`config.mk`:
```
export PLATFORM = sky130hd
export DESIGN_NAME = sdc_skew_delay_serial_config
export DESIGN_NICKNAME = d
export VERILOG_FILES = /design/src/verilog/sdc_pkg.sv /design/src/verilog/sdc_skew_delay_serial_config.sv
export SDC_FILE = /design/constraint.sdc
export NUM_CORES = 1
export LEC_CHECK = 0
export BUFFER_PORTS_ARGS = -buffer_cell sky130_fd_sc_hd__buf_2
export CORE_MARGIN = 4
export CORE_UTILIZATION = 59
export DETAILED_ROUTE_END_ITERATION = 10
export PLACE_DENSITY = 0.85
export SLEW_MARGIN = 30
export SYNTH_ARGS = -nofsm -noshare
export SYNTH_HDL_FRONTEND = slang
export SYNTH_SLANG_ARGS = --single-unit
```
`constraint.sdc`:
```
create_clock -name i_mclk -period 7.5 [get_ports i_mclk]
set_clock_uncertainty 0.15 [all_clocks]
set_input_delay 0.75 -clock i_mclk [delete_from_list [all_inputs] [get_ports i_mclk]]
set_output_delay 0.75 -clock i_mclk [all_outputs]
set_load 0.05 [all_outputs]
```
`src/verilog/sdc_pkg.sv`:
```
// Constants and types for the skew delay serial configuration block
package sdc_pkg;

    // =========================================================================
    // Word layout and framing
    // =========================================================================
    localparam int CODE_W = 5;
    localparam int SEL_W = 2;
    localparam int CNT_W = 3;
    localparam int WORD_BITS = 8;
    localparam logic WRITE_FLAG = 1'b0;
    localparam logic [CNT_W-1:0] BIT_SEL_LO = 3'h2;
    localparam logic [CNT_W-1:0] BIT_LAST = 3'h7;
    localparam logic [CNT_W-1:0] BIT_FIRST = 3'h0;
    localparam logic [CNT_W-1:0] BIT_STEP = 3'h1;

    // =========================================================================
    // Register selects (register_select field) and reset value
    // =========================================================================
    localparam logic [SEL_W-1:0] SEL_TEST = 2'h0;
    localparam logic [SEL_W-1:0] SEL_RED = 2'h1;
    localparam logic [SEL_W-1:0] SEL_GREEN = 2'h2;
    localparam logic [SEL_W-1:0] SEL_BLUE = 2'h3;
    localparam int NREGS = 4;
    localparam logic [CODE_W-1:0] REG_RESET = 5'h00;

    // =========================================================================
    // Test register fields
    // =========================================================================
    localparam int TEST_MODE_BIT = 0;
    localparam int DAC_LSB = 1;
    localparam int DAC_MSB = 4;
    localparam int DAC_W = 4;

    // =========================================================================
    // Analog model figures
    // =========================================================================
    localparam int STEP_NS = 2;
    localparam int NS_W = 6;
    localparam int STAGES = 31;
    localparam int MV_W = 12;
    localparam logic signed [MV_W-1:0] DAC_STEP_MV = 12'sh032;
    localparam int NCH = 3;
    localparam int CH_RED = 0;
    localparam int CH_GREEN = 1;
    localparam int CH_BLUE = 2;

    // =========================================================================
    // Types
    // =========================================================================
    typedef enum logic [1:0] {
        PH_WRITE,
        PH_SELECT,
        PH_DATA,
        PH_SKIP
    } sdc_phase_t;

    typedef struct packed {
        logic frame_select_n;
        logic shift_clock;
        logic serial_in;
        logic chip_on;
    } sdc_pins_t;

    typedef struct packed {
        logic [NCH-1:0][MV_W-1:0] in_mv;
        logic [NCH-1:0][MV_W-1:0] out_mv;
    } sdc_samples_t;

    typedef struct packed {
        sdc_pins_t pin_s1;
        sdc_pins_t pin_s2;
        logic sck_prev;
        sdc_samples_t samp_s1;
        sdc_samples_t samp_s2;
        sdc_phase_t phase;
        logic [CNT_W-1:0] bit_cnt;
        logic [SEL_W-1:0] sel;
        logic [NREGS-1:0][CODE_W-1:0] regs;
        logic word_done;
        logic [NCH-1:0][STAGES-1:0] stage_en;
        logic [NCH-1:0][NS_W-1:0] delay_ns;
        logic [MV_W-1:0] dac_mv;
        logic [NCH-1:0] a_prev;
        logic [NCH-1:0] b_prev;
        logic [NCH-1:0] lead;
        logic [NCH-1:0] pulse_pos;
        logic [NCH-1:0] pulse_neg;
    } sdc_state_t;

endpackage

```
`src/verilog/sdc_skew_delay_serial_config.sv`:
```
// Serial configuration port, delay registers and skew detectors of the delay line
module sdc_skew_delay_serial_config (
    input wire logic i_mclk,
    input wire logic i_rst_n,
    input wire logic i_frame_select_n,
    input wire logic i_shift_clock,
    input wire logic i_serial_in,
    input wire logic i_chip_on,
    input wire logic [sdc_pkg::MV_W-1:0] i_red_in_mv,
    input wire logic [sdc_pkg::MV_W-1:0] i_green_in_mv,
    input wire logic [sdc_pkg::MV_W-1:0] i_blue_in_mv,
    input wire logic [sdc_pkg::MV_W-1:0] i_red_out_mv,
    input wire logic [sdc_pkg::MV_W-1:0] i_green_out_mv,
    input wire logic [sdc_pkg::MV_W-1:0] i_blue_out_mv,
    output logic [sdc_pkg::CODE_W-1:0] o_red_delay_code,
    output logic [sdc_pkg::CODE_W-1:0] o_green_delay_code,
    output logic [sdc_pkg::CODE_W-1:0] o_blue_delay_code,
    output logic [sdc_pkg::NS_W-1:0] o_red_delay_ns,
    output logic [sdc_pkg::NS_W-1:0] o_green_delay_ns,
    output logic [sdc_pkg::NS_W-1:0] o_blue_delay_ns,
    output logic [sdc_pkg::STAGES-1:0] o_red_stage_en,
    output logic [sdc_pkg::STAGES-1:0] o_green_stage_en,
    output logic [sdc_pkg::STAGES-1:0] o_blue_stage_en,
    output logic [sdc_pkg::CODE_W-1:0] o_test_control,
    output logic o_test_mode,
    output logic [sdc_pkg::DAC_W-1:0] o_dac_level,
    output logic [sdc_pkg::MV_W-1:0] o_dac_mv,
    output logic o_green_shows_dac,
    output logic o_word_done,
    output logic o_red_pulse_pos,
    output logic o_red_pulse_neg,
    output logic o_green_pulse_pos,
    output logic o_green_pulse_neg,
    output logic o_blue_pulse_pos,
    output logic o_blue_pulse_neg
);

    // =========================================================================
    // Helpers
    // =========================================================================
    function automatic logic [sdc_pkg::STAGES-1:0] thermo(
        input logic [sdc_pkg::CODE_W-1:0] code
    );
        logic [sdc_pkg::STAGES-1:0] t;
        t = '0;
        for (int k = 0; k < sdc_pkg::STAGES; k++) begin
            t[k] = (k < int'(code));
        end
        return t;
    endfunction

    function automatic logic [sdc_pkg::MV_W-1:0] dac_to_mv(
        input logic [sdc_pkg::DAC_W-1:0] lv
    );
        logic signed [sdc_pkg::MV_W-1:0] w;
        logic signed [sdc_pkg::MV_W-1:0] p;
        w = {{(sdc_pkg::MV_W-sdc_pkg::DAC_W){lv[sdc_pkg::DAC_W-1]}}, lv};
        p = w * sdc_pkg::DAC_STEP_MV;
        return p;
    endfunction

    function automatic logic slice(
        input logic [sdc_pkg::MV_W-1:0] sample,
        input logic [sdc_pkg::MV_W-1:0] level
    );
        return $signed(sample) > $signed(level);
    endfunction

    // =========================================================================
    // State
    // =========================================================================
    sdc_pkg::sdc_state_t s;
    sdc_pkg::sdc_state_t next_s;

    logic fall;
    logic sdi;
    logic test_mode;
    logic [sdc_pkg::NCH-1:0] det_a;
    logic [sdc_pkg::NCH-1:0] det_b;
    logic [sdc_pkg::NCH-1:0] rise_a;
    logic [sdc_pkg::NCH-1:0] rise_b;
    logic [sdc_pkg::NCH-1:0] sl_in;
    logic [sdc_pkg::NCH-1:0] sl_out;

    always_comb begin
        next_s = s;
        fall = 1'b0;
        sdi = 1'b0;
        test_mode = 1'b0;
        det_a = '0;
        det_b = '0;
        rise_a = '0;
        rise_b = '0;
        sl_in = '0;
        sl_out = '0;

        // Two-stage capture of every pin
        next_s.pin_s1.frame_select_n = i_frame_select_n;
        next_s.pin_s1.shift_clock = i_shift_clock;
        next_s.pin_s1.serial_in = i_serial_in;
        next_s.pin_s1.chip_on = i_chip_on;
        next_s.pin_s2 = s.pin_s1;
        next_s.sck_prev = s.pin_s2.shift_clock;
        next_s.samp_s1.in_mv[sdc_pkg::CH_RED] = i_red_in_mv;
        next_s.samp_s1.in_mv[sdc_pkg::CH_GREEN] = i_green_in_mv;
        next_s.samp_s1.in_mv[sdc_pkg::CH_BLUE] = i_blue_in_mv;
        next_s.samp_s1.out_mv[sdc_pkg::CH_RED] = i_red_out_mv;
        next_s.samp_s1.out_mv[sdc_pkg::CH_GREEN] = i_green_out_mv;
        next_s.samp_s1.out_mv[sdc_pkg::CH_BLUE] = i_blue_out_mv;
        next_s.samp_s2 = s.samp_s1;

        // =====================================================================
        // Serial word decoder
        // =====================================================================
        fall = s.sck_prev & ~s.pin_s2.shift_clock;
        sdi = s.pin_s2.serial_in;
        next_s.word_done = 1'b0;

        if (s.pin_s2.frame_select_n) begin
            next_s.bit_cnt = sdc_pkg::BIT_FIRST;
            next_s.phase = sdc_pkg::PH_WRITE;
        end else if (fall) begin
            next_s.bit_cnt = s.bit_cnt + sdc_pkg::BIT_STEP;
            case (s.phase)
                sdc_pkg::PH_WRITE: begin
                    // Leading bit decides whether the word writes
                    next_s.phase = (sdi == sdc_pkg::WRITE_FLAG) ?
                        sdc_pkg::PH_SELECT : sdc_pkg::PH_SKIP;
                    next_s.sel = '0;
                end
                sdc_pkg::PH_SELECT, sdc_pkg::PH_SKIP: begin
                    if (s.bit_cnt <= sdc_pkg::BIT_SEL_LO) begin
                        next_s.sel = {s.sel[0], sdi};
                        if (s.bit_cnt == sdc_pkg::BIT_SEL_LO &&
                                s.phase == sdc_pkg::PH_SELECT) begin
                            next_s.phase = sdc_pkg::PH_DATA;
                        end
                    end else if (s.bit_cnt == sdc_pkg::BIT_LAST) begin
                        next_s.phase = sdc_pkg::PH_WRITE;
                    end
                end
                sdc_pkg::PH_DATA: begin
                    // Each bit lands in the live register, MSB first
                    next_s.regs[s.sel] = {s.regs[s.sel][sdc_pkg::CODE_W-2:0], sdi};
                    if (s.bit_cnt == sdc_pkg::BIT_LAST) begin
                        next_s.phase = sdc_pkg::PH_WRITE;
                        next_s.word_done = 1'b1;
                    end
                end
                default: begin
                    next_s.phase = sdc_pkg::PH_WRITE;
                end
            endcase
        end

        // =====================================================================
        // Delay line controls
        // =====================================================================
        for (int c = 0; c < sdc_pkg::NCH; c++) begin
            // Channel c sits at select code c+1, code in low five bits
            next_s.delay_ns[c] = {1'b0, next_s.regs[c+1]} *
                sdc_pkg::NS_W'(sdc_pkg::STEP_NS);
            next_s.stage_en[c] = thermo(next_s.regs[c+1]);
        end
        next_s.dac_mv = dac_to_mv(
            next_s.regs[sdc_pkg::SEL_TEST][sdc_pkg::DAC_MSB:sdc_pkg::DAC_LSB]);
        test_mode = s.regs[sdc_pkg::SEL_TEST][sdc_pkg::TEST_MODE_BIT];

        // =====================================================================
        // Skew detectors
        // =====================================================================
        for (int c = 0; c < sdc_pkg::NCH; c++) begin
            sl_in[c] = slice(s.samp_s2.in_mv[c], s.dac_mv);
            sl_out[c] = slice(s.samp_s2.out_mv[c], s.dac_mv);
        end
        if (test_mode) begin
            // Red and blue watch their own path, green carries the DAC
            det_a[sdc_pkg::CH_RED] = sl_in[sdc_pkg::CH_RED];
            det_b[sdc_pkg::CH_RED] = sl_out[sdc_pkg::CH_RED];
            det_a[sdc_pkg::CH_BLUE] = sl_in[sdc_pkg::CH_BLUE];
            det_b[sdc_pkg::CH_BLUE] = sl_out[sdc_pkg::CH_BLUE];
        end else begin
            det_a[sdc_pkg::CH_RED] = sl_out[sdc_pkg::CH_RED];
            det_b[sdc_pkg::CH_RED] = sl_out[sdc_pkg::CH_GREEN];
            det_a[sdc_pkg::CH_GREEN] = sl_out[sdc_pkg::CH_GREEN];
            det_b[sdc_pkg::CH_GREEN] = sl_out[sdc_pkg::CH_BLUE];
            det_a[sdc_pkg::CH_BLUE] = sl_out[sdc_pkg::CH_BLUE];
            det_b[sdc_pkg::CH_BLUE] = sl_out[sdc_pkg::CH_RED];
        end
        for (int d = 0; d < sdc_pkg::NCH; d++) begin
            rise_a[d] = det_a[d] & ~s.a_prev[d];
            rise_b[d] = det_b[d] & ~s.b_prev[d];
            next_s.a_prev[d] = det_a[d];
            next_s.b_prev[d] = det_b[d];
            // Remember which edge came first; a tie counts as A leading
            // A rising onto a high B means B led, and the other way round
            if (rise_a[d]) begin
                next_s.lead[d] = rise_b[d] | ~det_b[d];
            end else if (rise_b[d]) begin
                next_s.lead[d] = det_a[d];
            end
            // No overlap, no pulse: long skew stays invisible
            next_s.pulse_pos[d] = det_a[d] & det_b[d] &
                s.pin_s2.chip_on & next_s.lead[d];
            next_s.pulse_neg[d] = det_a[d] & det_b[d] &
                s.pin_s2.chip_on & ~next_s.lead[d];
        end
    end

    // =========================================================================
    // State register
    // =========================================================================
    always_ff @(posedge i_mclk or negedge i_rst_n) begin
        if (!i_rst_n) begin
            s <= '0;
            s.pin_s1.frame_select_n <= 1'b1;
            s.pin_s2.frame_select_n <= 1'b1;
            s.phase <= sdc_pkg::PH_WRITE;
            s.regs <= {sdc_pkg::NREGS{sdc_pkg::REG_RESET}};
        end else begin
            s <= next_s;
        end
    end

    // =========================================================================
    // Outputs
    // =========================================================================
    assign o_red_delay_code = s.regs[sdc_pkg::SEL_RED];
    assign o_green_delay_code = s.regs[sdc_pkg::SEL_GREEN];
    assign o_blue_delay_code = s.regs[sdc_pkg::SEL_BLUE];
    assign o_red_delay_ns = s.delay_ns[sdc_pkg::CH_RED];
    assign o_green_delay_ns = s.delay_ns[sdc_pkg::CH_GREEN];
    assign o_blue_delay_ns = s.delay_ns[sdc_pkg::CH_BLUE];
    assign o_red_stage_en = s.stage_en[sdc_pkg::CH_RED];
    assign o_green_stage_en = s.stage_en[sdc_pkg::CH_GREEN];
    assign o_blue_stage_en = s.stage_en[sdc_pkg::CH_BLUE];
    assign o_test_control = s.regs[sdc_pkg::SEL_TEST];
    assign o_test_mode = s.regs[sdc_pkg::SEL_TEST][sdc_pkg::TEST_MODE_BIT];
    assign o_dac_level = s.regs[sdc_pkg::SEL_TEST][sdc_pkg::DAC_MSB:sdc_pkg::DAC_LSB];
    assign o_dac_mv = s.dac_mv;
    assign o_green_shows_dac = s.regs[sdc_pkg::SEL_TEST][sdc_pkg::TEST_MODE_BIT];
    assign o_word_done = s.word_done;
    assign o_red_pulse_pos = s.pulse_pos[sdc_pkg::CH_RED];
    assign o_red_pulse_neg = s.pulse_neg[sdc_pkg::CH_RED];
    assign o_green_pulse_pos = s.pulse_pos[sdc_pkg::CH_GREEN];
    assign o_green_pulse_neg = s.pulse_neg[sdc_pkg::CH_GREEN];
    assign o_blue_pulse_pos = s.pulse_pos[sdc_pkg::CH_BLUE];
    assign o_blue_pulse_neg = s.pulse_neg[sdc_pkg::CH_BLUE];

endmodule

```
==> flow_metrics.env <==
export IMPL_synth_edf_count=0
export IMPL_syn_area_sq_um=10900
export IMPL_fmax_mhz=242
export IMPL_path_class="flip-flop to flip-flop"
export IMPL_grt_met2_usage=0.358
export IMPL_peakVddDrop_mv=0.157
export IMPL_crit_fanout=13
export IMPL_design_area_sq_um=12200
export IMPL_startpoint_type="flip-flop"
export IMPL_outcome="complete, no violations"
export IMPL_wl_per_cell_um=18.8
export IMPL_num_rows=49
export IMPL_netSwitchingFraction=0.224
export IMPL_crit_chain="nand2b_1 > or3_4 > nor3_2 > mux2_2 > inv_1 > fa_1 > inv_1 > ha_1 > fa_1 > ha_1 > a31oi_1 > xnor2_1"
export IMPL_crit_buf_inv=2
export IMPL_cp_data_arrival_time_ns=4.42
export IMPL_reg2reg_from="next_s[310]"
export IMPL_cp_depth=12
export IMPL_dpl_cell_area_sq_um=11200
export IMPL_async_flop_share=1.00
export IMPL_final_util=0.672
export IMPL_p_leak_nw=6.54
export IMPL_grt_overflow_total=0
export IMPL_die_w_um=144
export IMPL_clock_latency_ns=0.52
export IMPL_final_common_cell="dfrtp_1"
export IMPL_die_y_um=144
export IMPL_gp_congestion=0.825
export IMPL_critPathCapture="o_dac_mv[8]"
export IMPL_met1_usage=0.290
export IMPL_cpLargestDelayFamily="adder cells"
export IMPL_crit_path_top_delay_cell="or3_4"
export IMPL_clk_path_buf_depth=3
export IMPL_worstMarginPinSlew_ns=0.927
export IMPL_slew_viol_final=0
export IMPL_postSynthAreaPerCell_sq_um=12.9
export IMPL_finalNonFillerCells=1189
export IMPL_root_buffer="clkbuf_16"
export IMPL_final_antenna_net_count=0
export IMPL_setup_viol=0
export IMPL_htreeDepth=1
export IMPL_antenna_cells=0
export IMPL_synthDistinctLibCells=72
export IMPL_first_iter_violations=392
export IMPL_cts_resized=0
export IMPL_r2r_setup_slack_ns=3.37
export IMPL_grt_util_met3=0.0532
export IMPL_cts_clk_slew_worst_paths_ns=0.06
export IMPL_fin_crit_sh=0.551
export IMPL_timing_setup_tns_ns=0
export IMPL_coreArea_sq_um=18100
export IMPL_tritoncts="built"
export IMPL_nNetsFinal=1087
export IMPL_cts_setup_buffers=0
export IMPL_vias=6302
export IMPL_layout_setup_ws_ns=3.37
export IMPL_grt_pass1_vias=6711
export IMPL_final_cell_mix="266 x dfrtp_1, 216 x buf_2, 66 x ha_1"
export IMPL_area_growth_pct=11.0
export IMPL_max_stage_delay_ns=0.49
export IMPL_n_fill_cell=1237
export IMPL_drv_cap=0
export IMPL_p_clk_frac=0.444
export IMPL_p_int_mw=2.47
export IMPL_drive_gt1_frac=0.332
export IMPL_drt_wl_total_mm=22.3
export IMPL_critPathRequiredTime_ns=7.79
export IMPL_min_path_type="primary input to asynchronous set/reset pin"
export IMPL_syn_inst=851
export IMPL_io_pins=234
export IMPL_vias_per_cell=5.30
export IMPL_crit_start="next_s[310]"
export IMPL_power_per_cell_area_nw_per_um2=262
export IMPL_grt_use_total=0.218
export IMPL_floorplan_initialDensity=0.605
export IMPL_post_place_ws_ns=3.40
export IMPL_antenna_found_initial=1
export IMPL_switchingPower_mw=0.713
export IMPL_fin_crit_ns=4.13
export IMPL_grt_pass1_wl_mm=35.2
export IMPL_hold_buffers=0
export IMPL_multi_input_area_sq_um=2900
export IMPL_share_comb_of_total_power=0.070
export IMPL_grt_setup_unrepaired="no"
export IMPL_seq_area_frac_synth=0.613
export IMPL_cts_sinks=268
export IMPL_yosysWarnings=0
export IMPL_hpwl_mm=15.4
export IMPL_synthFlopType="dfrtp_1"
export IMPL_port_buffers=217
export IMPL_synth_seq_cells=268
export IMPL_dr_pass1_iters=4
export IMPL_dpl_cell_count=1141
export IMPL_critPathCaptureType="flip-flop"
export IMPL_grt_max_degree=112
export IMPL_cts_made_buffers=27
export IMPL_rr_worst_depth=12
export IMPL_drc_errors=0
export IMPL_seqCellArea_sq_um=6710
export IMPL_reg2reg_to="o_dac_mv[8]"
export IMPL_dieArea_sq_um=20800
export IMPL_pwr_share_seq=0.486
export IMPL_slew_headroom=0.379
export IMPL_globalRoute_busiestLayer="met2"
export IMPL_hold_viol_final=0
## power by group through the flow
stage	clock network [mW]	registers [mW]	logic [mW]
after floorplan	0	1.57	0.143
after global placement	0	1.57	0.213
after detailed placement	0	1.57	0.222
after CTS	1.44	1.55	0.225
after global routing	1.50	1.56	0.249
final	1.42	1.55	0.223
## worst min-delay path by stage
stage,from,endpoint,slack (ns),depth (start not counted)
floorplan,next_s[313],next_s[310],0.18,0
global placement,next_s[198],s[198],0.18,0
detailed placement,next_s[166],s[166],0.18,0
CTS,i_blue_out_mv[3],next_s[193],0.16,1
global route,i_red_out_mv[2],next_s[168],0.17,1
finish,i_rst_n,next_s[236],0.13,1
## cell families (layout without fill, tap and decap cells)
logic type | after synthesis | after routing | share of synthesized area
buffers and inverters | 210 | 316 | 0.125
DFF | 268 | 268 | 0.613
other | 1 | 4 | 0.000342
adders and majority gates | 68 | 68 | 0.0791
AOI/OAI and AO/OA | 119 | 119 | 0.0710
and+or+nand+nor | 149 | 149 | 0.0695
muxes | 32 | 32 | 0.0391
xor gates and xnor gates | 4 | 4 | 0.00320
## Yosys cell counts, types with 3 or more instances
master	instances	area, sq um
inv_2	7	26.3
a21oi_1	44	220
a22o_1	5	43.8
nand4_1	9	56.3
ha_1	66	826
dfrtp_1	266	6660
inv_1	41	154
o21ai_1	14	70.1
mux2i_1	16	160
nand3_1	11	55.1
o21ai_0	14	70.1
nor3_1	9	45.0
buf_4	149	1120
nand4b_1	3	26.3
buf_2	5	25.0
mux4_2	4	90.1
o21bai_1	3	22.5
a31oi_1	4	25.0
nand2b_1	3	18.8
clkbuf_1	4	15.0
nand2_2	3	18.8
mux2_2	6	67.6
nand2_1	42	158
nor2_2	6	37.5
nor2_1	40	150
nand3b_1	3	22.5
o31ai_1	3	22.5
a21o_1	9	67.6
mux2i_4	3	67.6
o21ai_2	3	26.3
xnor2_1	3	26.3
## sequential cells by signal, indices dropped and copies added, names as in the netlist, 4 cells and up, named ones only
name / cells
s: 79
next_s: 65
o_blue_stage_en: 31
o_green_stage_en: 31
o_red_stage_en: 31
o_dac_mv: 9
o_blue_delay_ns: 4
o_green_delay_ns: 4
o_red_delay_ns: 4
## metrics by stage
step / hold slack, ns / total power, mW
6_report: 0.135 / 3.19
3_5_place_dp: 0.185 / 1.80
3_3_place_gp: 0.183 / 1.78
2_1_floorplan: 0.181 / 1.71
5_1_grt: 0.167 / 3.31
4_1_cts: 0.164 / 3.22
## layer usage
metal | vias to the layer above | wire [um]
met4 | 2 | 499
li1 | 2896 | -
met3 | 32 | 1530
met5 | - | 12
met2 | 223 | 11200
met1 | 3149 | 9040
## area by class of cell
class | instances | share of cell area
sequential | 268 | 0.552
timing repair buffer | 219 | 0.0920
inverter | 49 | 0.0152
tap | 229 | 0.0236
clock inverter | 11 | 0.0150
clock buffer | 37 | 0.0636
multi-input combinational | 376 | 0.239
(Power assumes the default switching activity.)
